--- config.mk ---
export PLATFORM = sky130hd
export DESIGN_NAME = dmd_decoder
export DESIGN_NICKNAME = d
export VERILOG_FILES = /design/src/dmd_pkg.sv /design/src/dmd_decoder.sv
export SDC_FILE = /design/constraint.sdc
export NUM_CORES = 1
export LEC_CHECK = 0
export BUFFER_PORTS_ARGS = -buffer_cell sky130_fd_sc_hd__buf_2
export CORE_UTILIZATION = 29
export DETAILED_ROUTE_END_ITERATION = 10
export GPL_ROUTABILITY_DRIVEN = 0
export PLACE_DENSITY = 0.63
export SLEW_MARGIN = 10
export SYNTH_ARGS = -nofsm -noshare
export SYNTH_HDL_FRONTEND = slang
export SYNTH_SLANG_ARGS = --single-unit
export TNS_END_PERCENT = 30
--- constraint.sdc ---
create_clock -name core_clk -period 2.9 [get_ports core_clk]
set_input_delay 0.87 -clock core_clk [delete_from_list [all_inputs] [get_ports core_clk]]
set_output_delay 0.87 -clock core_clk [all_outputs]
set_load 0.1 [all_outputs]
--- src/dmd_pkg.sv ---
package dmd_pkg;
  // ==========================================================================
  // widths
  localparam int unsigned PAGE_W   = 7;
  localparam int unsigned EXT_AW   = 23;
  localparam int unsigned VEC_W    = 5;
  // ==========================================================================
  // data space map
  localparam logic [15:0] PAGE_REG_ADDR = 16'h001E;
  localparam logic [15:0] RAM_LO        = 16'h0080;
  localparam logic [15:0] RAM_HI        = 16'h3FFF;
  localparam logic [15:0] RAM_BLK1_LO   = 16'h2000;
  // ==========================================================================
  // program space map
  localparam logic [15:0] ROM_LO        = 16'hC000;
  localparam logic [15:0] BOOT_LO       = 16'hF800;
  localparam logic [15:0] BOOT_HI       = 16'hFBFF;
  localparam logic [15:0] VEC_TBL_LO    = 16'hFF80;
  localparam logic [6:0]  ROM_PAGE      = 7'h00;
  // ==========================================================================
  // host port read window under full security
  localparam logic [15:0] HOST_RD_LO    = 16'h4000;
  localparam logic [15:0] HOST_RD_HI    = 16'h5FFF;
  // ==========================================================================
  // mode register fields and reset values
  localparam int unsigned VPTR_MSB      = 15;
  localparam int unsigned VPTR_LSB      = 7;
  localparam int unsigned BOOT_BIT      = 6;
  localparam int unsigned RAM_OVERLAY_ENABLE_BIT      = 5;
  localparam logic [8:0]  VPTR_RST      = 9'h1FF;
  localparam logic [6:0]  PAGE_RST      = 7'h00;
  localparam logic [15:0] SECURE_WORD   = 16'hFFFF;
endpackage : dmd_pkg

--- src/dmd_decoder.sv ---
// Functional notes
// RQ1: in-bounds program address internal, else external
// RQ2: 128 pages of 64K on 23 lines
// RQ3: page register read/write at 001Eh
// RQ4: hardware reset clears page register
// RQ5: ROM mapped in program space only
// RQ6: boot select low starts at FF80h
// RQ7: ROM spans C000h to FFFFh
// RQ8: software leaves FF00h-FF7Fh unused
// RQ9: two independent 8K RAM blocks
// RQ10: RAM at 0080h-3FFFh, overlay into program
// RQ11: block zero low, block one high
// RQ12: secured ROM read from outside gives FFFFh
// RQ13: branching into ROM, RAM reads allowed
// RQ14: security kills emulation, keeps boundary scan
// RQ15: full security forces boot select zero
// RQ16: full security limits host reads 4000h-5FFFh
// RQ17: ROM-only security follows pin, host free
// RQ18: vectors at FF80h, movable by pointer
// RQ19: vector address is pointer plus slot
// RQ20: 9-bit pointer, reset ones, soft reset keeps
// RQ21: boot select zero maps ROM in
// RQ22: data page 0 never overlaid
// RQ23: extended address is page above address
`timescale 1ns/100ps
module dmd_decoder
  import dmd_pkg::*;
(
  input  wire logic               core_clk,
  input  wire logic               srst,
  input  wire logic               sec_ram_rom,
  input  wire logic               sec_rom_only,
  input  wire logic               boot_rom_select_pin,
  input  wire logic [15:0]        prog_addr,
  input  wire logic               prog_data_read,
  input  wire logic               instr_from_rom,
  input  wire logic [15:0]        rom_rdata,
  input  wire logic [15:0]        data_a_addr,
  input  wire logic               data_a_rd,
  input  wire logic               data_a_wr,
  input  wire logic [15:0]        data_a_wdata,
  input  wire logic [15:0]        data_b_addr,
  input  wire logic               mode_wr,
  input  wire logic [15:0]        mode_wdata,
  input  wire logic               soft_reset,
  input  wire logic               host_req,
  input  wire logic               host_wr,
  input  wire logic [15:0]        host_addr,
  input  wire logic               vec_take,
  input  wire logic [VEC_W-1:0]   vec_num,
  output logic [EXT_AW-1:0]       prog_ext_addr_r,
  output logic                    prog_sel_rom_r,
  output logic                    prog_sel_ram_r,
  output logic                    prog_ram_blk_r,
  output logic                    prog_sel_ext_r,
  output logic [15:0]             prog_rdata_r,
  output logic                    data_a_ram0_r,
  output logic                    data_a_ram1_r,
  output logic                    data_a_ext_r,
  output logic                    data_a_page_reg_r,
  output logic                    data_b_ram0_r,
  output logic                    data_b_ram1_r,
  output logic                    data_b_ext_r,
  output logic [15:0]             page_reg_rdata_r,
  output logic [15:0]             mode_rdata_r,
  output logic                    host_grant_r,
  output logic                    host_deny_r,
  output logic [15:0]             vec_pc_r,
  output logic                    vec_pc_vld_r,
  output logic                    emu_enable_r,
  output logic                    bscan_enable_r
);

  // ==========================================================================
  // state
  typedef struct packed {
    logic [2:0]        pin_sync;
    logic              pin_val;
    logic [PAGE_W-1:0] page;
    logic [8:0]        vptr;
    logic              boot_sel;
    logic              overlay;
    logic [EXT_AW-1:0] pa;
    logic              p_rom;
    logic              p_ram;
    logic              p_blk;
    logic              p_ext;
    logic [15:0]       prd;
    logic              a_ram0;
    logic              a_ram1;
    logic              a_ext;
    logic              a_preg;
    logic              b_ram0;
    logic              b_ram1;
    logic              b_ext;
    logic [15:0]       preg_rd;
    logic              h_ok;
    logic              h_deny;
    logic [15:0]       vpc;
    logic              vvld;
    logic              emu;
    logic              bscan;
  } dmd_state_t;

  dmd_state_t st_r;
  dmd_state_t st_nxt;

  logic secure;
  logic p_ram_hit;
  logic p_rom_hit;
  logic a_ram_hit;
  logic b_ram_hit;
  logic a_preg_hit;
  logic host_rd_ok;

  always_comb begin
    secure     = sec_ram_rom | sec_rom_only;
    // RQ10 RQ22 overlay window
    p_ram_hit  = st_r.overlay & (prog_addr >= RAM_LO) & (prog_addr <= RAM_HI);
    // RQ7 RQ21 RQ5 ROM window
    p_rom_hit  = ~st_r.boot_sel & (st_r.page == ROM_PAGE) & (prog_addr >= ROM_LO);
    // RQ10 data window
    a_ram_hit  = (data_a_addr >= RAM_LO) & (data_a_addr <= RAM_HI);
    b_ram_hit  = (data_b_addr >= RAM_LO) & (data_b_addr <= RAM_HI);
    a_preg_hit = (data_a_addr == PAGE_REG_ADDR);
    // RQ16 RQ17 host read window
    host_rd_ok = ~sec_ram_rom | ((host_addr >= HOST_RD_LO) & (host_addr <= HOST_RD_HI));
  end

  // ==========================================================================
  // next state
  always_comb begin
    st_nxt = st_r;
    // pin crossing: change accepted once stages two and three agree
    st_nxt.pin_sync = {st_r.pin_sync[1:0], boot_rom_select_pin};
    if (st_r.pin_sync[1] == st_r.pin_sync[2]) begin
      st_nxt.pin_val = st_r.pin_sync[2];
    end

    // RQ23 RQ2 page over in-page address
    st_nxt.pa = {st_r.page, prog_addr};
    // RQ1 internal or external
    st_nxt.p_ram = p_ram_hit;
    st_nxt.p_rom = p_rom_hit & ~p_ram_hit;
    st_nxt.p_ext = ~p_ram_hit & ~p_rom_hit;
    // RQ9 block by address bit
    st_nxt.p_blk = prog_addr[13];

    // RQ12 RQ13 secured ROM data read
    if (secure & p_rom_hit & prog_data_read & ~instr_from_rom) begin
      st_nxt.prd = SECURE_WORD;
    end else begin
      st_nxt.prd = rom_rdata;
    end

    // RQ11 RQ9 data port block select
    st_nxt.a_ram0 = a_ram_hit & (data_a_addr < RAM_BLK1_LO);
    st_nxt.a_ram1 = a_ram_hit & (data_a_addr >= RAM_BLK1_LO);
    st_nxt.a_preg = a_preg_hit & (data_a_rd | data_a_wr);
    st_nxt.a_ext  = ~a_ram_hit & ~a_preg_hit;
    st_nxt.b_ram0 = b_ram_hit & (data_b_addr < RAM_BLK1_LO);
    st_nxt.b_ram1 = b_ram_hit & (data_b_addr >= RAM_BLK1_LO);
    st_nxt.b_ext  = ~b_ram_hit;

    // RQ3 page register access
    if (a_preg_hit & data_a_wr) begin
      st_nxt.page = data_a_wdata[PAGE_W-1:0];
    end
    st_nxt.preg_rd = {9'h000, st_r.page};

    // RQ20 RQ21 mode register write
    if (mode_wr) begin
      st_nxt.vptr     = mode_wdata[VPTR_MSB:VPTR_LSB];
      st_nxt.boot_sel = mode_wdata[BOOT_BIT];
      st_nxt.overlay  = mode_wdata[RAM_OVERLAY_ENABLE_BIT];
    end else if (soft_reset) begin
      st_nxt.overlay = 1'b0;
    end

    // RQ16 host access check
    st_nxt.h_ok   = host_req & (host_wr | host_rd_ok);
    st_nxt.h_deny = host_req & ~host_wr & ~host_rd_ok;

    // RQ19 RQ18 vector address
    st_nxt.vpc  = {st_r.vptr, vec_num, 2'b00};
    st_nxt.vvld = vec_take;

    // RQ14 emulation off when secure
    st_nxt.emu = ~secure;
    st_nxt.bscan = 1'b1;

    if (srst) begin
      // RQ4 page cleared
      st_nxt.page     = PAGE_RST;
      // RQ20 pointer to all ones
      st_nxt.vptr     = VPTR_RST;
      // RQ15 RQ17 RQ6 boot select at reset
      st_nxt.boot_sel = sec_ram_rom ? 1'b0 : st_nxt.pin_val;
      st_nxt.overlay  = 1'b0;
      st_nxt.pa       = '0;
      st_nxt.p_rom    = 1'b0;
      st_nxt.p_ram    = 1'b0;
      st_nxt.p_blk    = 1'b0;
      st_nxt.p_ext    = 1'b0;
      st_nxt.prd      = 16'h0000;
      st_nxt.a_ram0   = 1'b0;
      st_nxt.a_ram1   = 1'b0;
      st_nxt.a_ext    = 1'b0;
      st_nxt.a_preg   = 1'b0;
      st_nxt.b_ram0   = 1'b0;
      st_nxt.b_ram1   = 1'b0;
      st_nxt.b_ext    = 1'b0;
      st_nxt.preg_rd  = 16'h0000;
      st_nxt.h_ok     = 1'b0;
      st_nxt.h_deny   = 1'b0;
      st_nxt.vpc      = VEC_TBL_LO;
      st_nxt.vvld     = 1'b0;
      st_nxt.emu      = 1'b0;
      st_nxt.bscan    = 1'b1;
    end
  end

  always_ff @(posedge core_clk) begin
    st_r <= st_nxt;
  end

  // ==========================================================================
  // outputs
  assign prog_ext_addr_r   = st_r.pa;
  assign prog_sel_rom_r    = st_r.p_rom;
  assign prog_sel_ram_r    = st_r.p_ram;
  assign prog_ram_blk_r    = st_r.p_blk;
  assign prog_sel_ext_r    = st_r.p_ext;
  assign prog_rdata_r      = st_r.prd;
  assign data_a_ram0_r     = st_r.a_ram0;
  assign data_a_ram1_r     = st_r.a_ram1;
  assign data_a_ext_r      = st_r.a_ext;
  assign data_a_page_reg_r = st_r.a_preg;
  assign data_b_ram0_r     = st_r.b_ram0;
  assign data_b_ram1_r     = st_r.b_ram1;
  assign data_b_ext_r      = st_r.b_ext;
  assign page_reg_rdata_r  = st_r.preg_rd;
  assign mode_rdata_r      = {st_r.vptr, st_r.boot_sel, st_r.overlay, 5'b00000};
  assign host_grant_r      = st_r.h_ok;
  assign host_deny_r       = st_r.h_deny;
  assign vec_pc_r          = st_r.vpc;
  assign vec_pc_vld_r      = st_r.vvld;
  assign emu_enable_r      = st_r.emu;
  assign bscan_enable_r    = st_r.bscan;

  // ==========================================================================
  // assertions
  AST_EXT_ADDR: assert property (@(posedge core_clk) disable iff (srst) // RQ23
    !$past(srst) |-> prog_ext_addr_r == {$past(st_r.page), $past(prog_addr)})
    else $error("extended address not page over address");

  AST_ONE_TARGET: assert property (@(posedge core_clk) disable iff (srst) // RQ1
    !$past(srst) |-> $onehot({prog_sel_rom_r, prog_sel_ram_r, prog_sel_ext_r}))
    else $error("program access target not unique");

  AST_PAGE_RESET: assert property (@(posedge core_clk) // RQ4
    $past(srst) |-> mode_rdata_r[15:7] == 9'h1FF && st_r.page == 7'h00)
    else $error("reset values wrong");

  AST_PAGE_WRITE: assert property (@(posedge core_clk) disable iff (srst) // RQ3
    data_a_wr && data_a_addr == 16'h001E ##1 1'b1 |=>
      page_reg_rdata_r == {9'h000, $past(data_a_wdata[6:0], 2)})
    else $error("page register readback wrong");

  AST_ROM_WINDOW: assert property (@(posedge core_clk) disable iff (srst) // RQ7
    prog_sel_rom_r |-> prog_ext_addr_r[15:14] == 2'b11 && prog_ext_addr_r[22:16] == 7'h00)
    else $error("ROM selected outside its window");

  AST_DATA_BLOCKS: assert property (@(posedge core_clk) disable iff (srst) // RQ11
    !$past(srst) && $past(data_a_addr) >= 16'h2000 && $past(data_a_addr) <= 16'h3FFF
      |-> data_a_ram1_r && !data_a_ram0_r && !data_a_ext_r)
    else $error("block one not selected");

  AST_NO_PAGE0: assert property (@(posedge core_clk) disable iff (srst) // RQ22
    prog_sel_ram_r |-> prog_ext_addr_r[15:7] != 9'h000)
    else $error("data page 0 overlaid");

  AST_SECURE_READ: assert property (@(posedge core_clk) disable iff (srst) // RQ12
    (sec_ram_rom || sec_rom_only) && p_rom_hit && prog_data_read && !instr_from_rom
      |=> prog_rdata_r == 16'hFFFF)
    else $error("secured ROM contents leaked");

  AST_HOST_READ: assert property (@(posedge core_clk) disable iff (srst) // RQ16
    host_req && !host_wr && sec_ram_rom && host_addr < 16'h4000 |=> host_deny_r && !host_grant_r)
    else $error("host read outside window granted");

  AST_VECTOR: assert property (@(posedge core_clk) disable iff (srst) // RQ19
    vec_take |=> vec_pc_vld_r && vec_pc_r == {$past(mode_rdata_r[15:7]), $past(vec_num), 2'b00})
    else $error("vector address wrong");

  AST_SOFT_KEEP: assert property (@(posedge core_clk) disable iff (srst) // RQ20
    soft_reset && !mode_wr |=> $stable(mode_rdata_r[15:6]))
    else $error("soft reset changed pointer or boot select");

  AST_EMU: assert property (@(posedge core_clk) disable iff (srst) // RQ14
    !$past(srst) |-> emu_enable_r == !$past(sec_ram_rom || sec_rom_only) && bscan_enable_r)
    else $error("emulation enable wrong");

endmodule // dmd_decoder

* Yosys cells after proc, flatten, opt, wreduce, memory -nomap -nowiden
Cells that the tools add are included.
Widths: inputs -> output; s select.
** Operators by class
- Multiplexer cells :: 7
- Bitwise operators :: 37
- Equal/unequal tests :: 2
- $lt $le $gt $ge :: 13
- Reductions and logical operators :: 3
** Operators by type and width (count)
- $mux 89 :: 1
- $ge 16x8->1 const B :: 3
- $le 16x14->1 const B :: 3
- $ge 16x14->1 const B :: 2
- $lt 16x14->1 const B :: 2
- $and 1x1->1 :: 22
- $eq 16x5->1 const B :: 1
- $ge 16x15->1 const B :: 1
- $ge 16x16->1 const B :: 1
- $le 16x15->1 const B :: 1
- $mux 16 :: 1
- $not 1->1 :: 11
- $logic_not 7->1 :: 1
- $mux 1 :: 5
- $or 1x1->1 :: 4
- $reduce_bool 2->1 :: 2
- $eq 1x1->1 :: 1
** Word-level totals
- Input bits :: 131
- Logic and storage cells :: 90
- Register bits :: 109

* Longest topological paths before layout
- Word-level depth :: 8
- Mapped depth :: 6
- Mapped depth without buffers :: 4

* Worst setup path before layout
No wires, ideal clock.
- Path type :: register to output
- Start point :: register st_r, in the netlist prog_ext_addr_r[13]
- End point :: output prog_ext_addr_r[13]
- Arrival :: 1.356 ns
- Stages on the path, launching flop included :: 2
- Path buffers :: 1
- Path slack :: 0.674 ns
- Cell sequence :: dfxtp_1 -> buf_4
** RTL lines
- from (decl) :: RTL line dmd_decoder.sv:105 : dmd_state_t st_r;
- from (signal assigned) :: RTL line dmd_decoder.sv:224 : st_r <= st_nxt;
- to (decl) :: RTL line dmd_decoder.sv:51 : output logic [EXT_AW-1:0] prog_ext_addr_r,
No word-level cell between the ends.

* Final worst setup path
- Start point :: input data_a_addr[12]
- End point :: register st_r[98] (netlist name)
** Between the ends
- Cells in the longest elaborated chain, start to end :: 2
** Ends and longest elaborated chain
- from (decl) :: RTL line dmd_decoder.sv:38 : input wire logic [15:0] data_a_addr,
- $eq 16x5->1 :: RTL line dmd_decoder.sv:125 : a_preg_hit = (data_a_addr == PAGE_REG_ADDR);
- $and 1x1->1 :: RTL line dmd_decoder.sv:166 : if (a_preg_hit & data_a_wr) begin
No other way between the ends.
A chain may end at the register's enable or synchronous reset.

==> flow_metrics.env <==
export IMPL_start_util_pct=30.2
export IMPL_crit_buf_inv=1
export IMPL_cellPowerDensity_nw_per_um2=787
export IMPL_drc=13
export IMPL_rows=39
export IMPL_postSynthAreaPerCell_sq_um=10.2
export IMPL_syn_area_sq_um=3500
export IMPL_worstMarginPinSlew_ns=0.673
export IMPL_hpwlAfterDp_um=5290
export IMPL_p_switching_uw=1040
export IMPL_cts_hold_buf=0
export IMPL_finalNetCount=583
export IMPL_slowest_delay_ns=0.55
export IMPL_leakagePower_uw=0.00214
export IMPL_cts_tree="built"
export IMPL_area_growth_pct=23.2
export IMPL_antennaDiodeCount=0
export IMPL_violations="DRC"
export IMPL_fin_skew_ns=0.00425
export IMPL_path_class="primary input to flip-flop"
export IMPL_worstSkewPairLatency_ns=0.33
export IMPL_max_vdd_ir_drop_v=0.000463
export IMPL_ys_ff_latch=89
export IMPL_hold_path_class="flip-flop to flip-flop"
export IMPL_synth_area_leaders="dfxtp_1 (50%), buf_4 (19%), nor2b_1 (8.4%)"
export IMPL_synth_top_area_share_pct=50.4
export IMPL_fin_tns_setup_ns=0
export IMPL_synth_xor_area_share_pct=0
export IMPL_clkSlewWorstSetupHoldPaths_ns=0.06
export IMPL_dieHeight_um=112
export IMPL_drive_above_1_share_pct=50.0
export IMPL_drt_iter0_drc=109
export IMPL_die_x_um=112
export IMPL_post_cts_resized=0
export IMPL_synthCells=343
export IMPL_drt_met1_wl_um=2920
export IMPL_synthAdderAreaFrac_pct=0.286
export IMPL_antenna_found_initial=0
export IMPL_crit_slowest_cell="nor3_2"
export IMPL_grt_ovfl_total=0
export IMPL_synth_top_family_by_area="buffers and inverters"
export IMPL_ys_warn_count=0
export IMPL_drt_pre_antenna_iters=7
export IMPL_multi_input_area_sq_um=965
export IMPL_cap_violations=0
export IMPL_cp_cell_sequence="buf_2 -> nor4_1 -> nand3_1 -> nor3_2 -> mux2_2"
export IMPL_maxSlewViolCount=0
export IMPL_cts_max_level=3
export IMPL_relSlewSlack_pct=53.9
export IMPL_crit_fanout=7
export IMPL_maxUsedRoutingLayer="met4"
export IMPL_crit_arrival_ns=2.45
export IMPL_root_buffer="clkbuf_16"
export IMPL_die_area_sq_um=12500
export IMPL_grt_max_degree=61
export IMPL_cts_buffers=9
export IMPL_fmaxAchievable_ghz=0.447
export IMPL_power_frac_comb_pct=20.6
export IMPL_worstPathRequired_ns=3.12
export IMPL_worstSetupEndpointType="flip-flop"
export IMPL_postRouteWirelength_um=6880
export IMPL_cts_setup_buffers=0
export IMPL_synthMuxAreaShare_pct=2.25
export IMPL_nFillCells=1171
export IMPL_synth_ff_type="dfxtp_1"
export IMPL_power_internal_uw=2350
export IMPL_hold_viol_final=0
export IMPL_ioPinCount=234
export IMPL_synth_top_cell_by_area="dfxtp_1"
export IMPL_fin_crit_sh_pct=77.1
export IMPL_cts_sinks=89
export IMPL_wl_met2_um=3310
export IMPL_critPathLaunchType="primary input"
export IMPL_grt_pass1_wl_um=11000
export IMPL_power_share_clock_pct=41.0
export IMPL_io_buffer_count=182
export IMPL_synthSimpleGateAreaFrac_pct=16.5
export IMPL_fin_crit_ns=2.24
export IMPL_regArea_sq_um=1790
export IMPL_swShare_pct=30.6
export IMPL_yosysSeqAreaShare_pct=51.2
export IMPL_clk_path_buf_depth=2
export IMPL_wl_met3_um=574
export IMPL_synth_compound_area_share_pct=6.73
export IMPL_grt_pass1_vias=2380
export IMPL_core_sq_um=11600
export IMPL_ys_async_sr_fraction_pct=0
export IMPL_dr_total_vias=2423
export IMPL_grt_setup_unrepaired="false"
export IMPL_routedWlPerCell_um=11.5
export IMPL_status="finished with violations"
export IMPL_p_seq_share_pct=38.3
export IMPL_synth_cell_type_count=34
export IMPL_vias_per_cell=4.05
export IMPL_antenna_left=0
export IMPL_synth_commonest_cells="buf_4 (88), dfxtp_1 (88), nor2b_1 (47)"
export IMPL_final_setup_viol_count=0
export IMPL_critPathTopFamily="simple AND/OR/NAND/NOR gates"
export IMPL_holdWs_ns=0.330
export IMPL_track_usage_pct=11.2
export IMPL_synth_edf_count=1
kinds of logic after synthesis:
kind of cell / Yosys count
multiplexers: 7
buffers and inverters: 122
other: 2
adder cells (fa/ha/maj): 1
AO/OA/AOI/OAI: 31
flip-flops: 89
AND/OR/NAND/NOR: 91
metal layers:
metal / vias up / global-route usage [%]
met5: - / 0
li1: 1209 / -
met3: 8 / 4.46
met4: 0 / 4.05
met1: 1096 / 12.7
met2: 110 / 18.9
metrics by stage:
stage | std cells | area, sq um | total power, uW | setup WS, ns | util [%]
6_report | 599 | 4310 | 3390 | 0.664 | 37.2
2_1_floorplan | 358 | 3550 | 1970 | 0.674 | -
4_1_cts | 599 | 4310 | 3450 | 0.729 | 37.2
3_5_place_dp | 584 | 3940 | 2030 | 0.376 | 34.1
5_1_grt | 599 | 4310 | 3520 | 0.634 | 37.2
3_3_place_gp | 584 | 3940 | 2020 | 0.381 | 34.1
final cells by class:
type | instances | area share, %
sequential | 89 | 41.6
timing repair buffer | 184 | 21.6
inverter | 21 | 1.83
clock inverter | 5 | 2.93
clock buffer | 10 | 5.55
multi-input combinational | 147 | 22.4
tap | 143 | 4.15
registers in the layout (all words and copies together), names as in the netlist, 2 cells and up:
name and flops:
prog_ext_addr_r 23, st_nxt 2, mode_rdata_r 11, st_r 9
vec_pc_r 14, prog_rdata_r 16
final timing paths:
path / from / endpoint / slack, ns / cells after the start
setup / recovery: data_a_addr[12] / st_r[98]$_SDFFE_PP0P_ / 0.66 / 5
hold / removal: st_nxt[107]$_DFF_P_ / st_nxt[108]$_DFF_P_ / 0.33 / 0
setup reg to reg: st_r[98]$_SDFFE_PP0P_ / prog_rdata_r[3]$_SDFF_PP0_ / 0.99 / 5
hold reg to reg: st_nxt[107]$_DFF_P_ / st_nxt[108]$_DFF_P_ / 0.33 / 0
layout by cell type, fill, tap and decap left out, types with 2 or more instances in the layout:
cell,Yosys,layout
buf_2,1,181
dfxtp_1,88,88
nor2b_1,47,47
inv_1,21,21
conb_1,2,17
or2_2,10,10
a211o_1,10,10
a21oi_2,10,10
clkbuf_16,0,9
a21oi_1,8,8
nor3_1,8,8
mux2_2,7,7
nor4_1,5,5
nor2_1,5,5
bufinv_16,0,4
buf_4,88,3
nand4b_1,2,2
nor4bb_1,2,2
nor4b_1,2,2
nand2_1,2,2
power groups by stage:
stage / Combinational (uW) / Clock, uW / Sequential [uW]
6_report: 700 / 1390 / 1300
5_1_grt: 727 / 1490 / 1300
4_1_cts: 704 / 1440 / 1300
3_5_place_dp: 704 / 0 / 1330
3_3_place_gp: 699 / 0 / 1320
2_1_floorplan: 590 / 0 / 1380
Note: power is estimated with default switching activity, not from simulation.
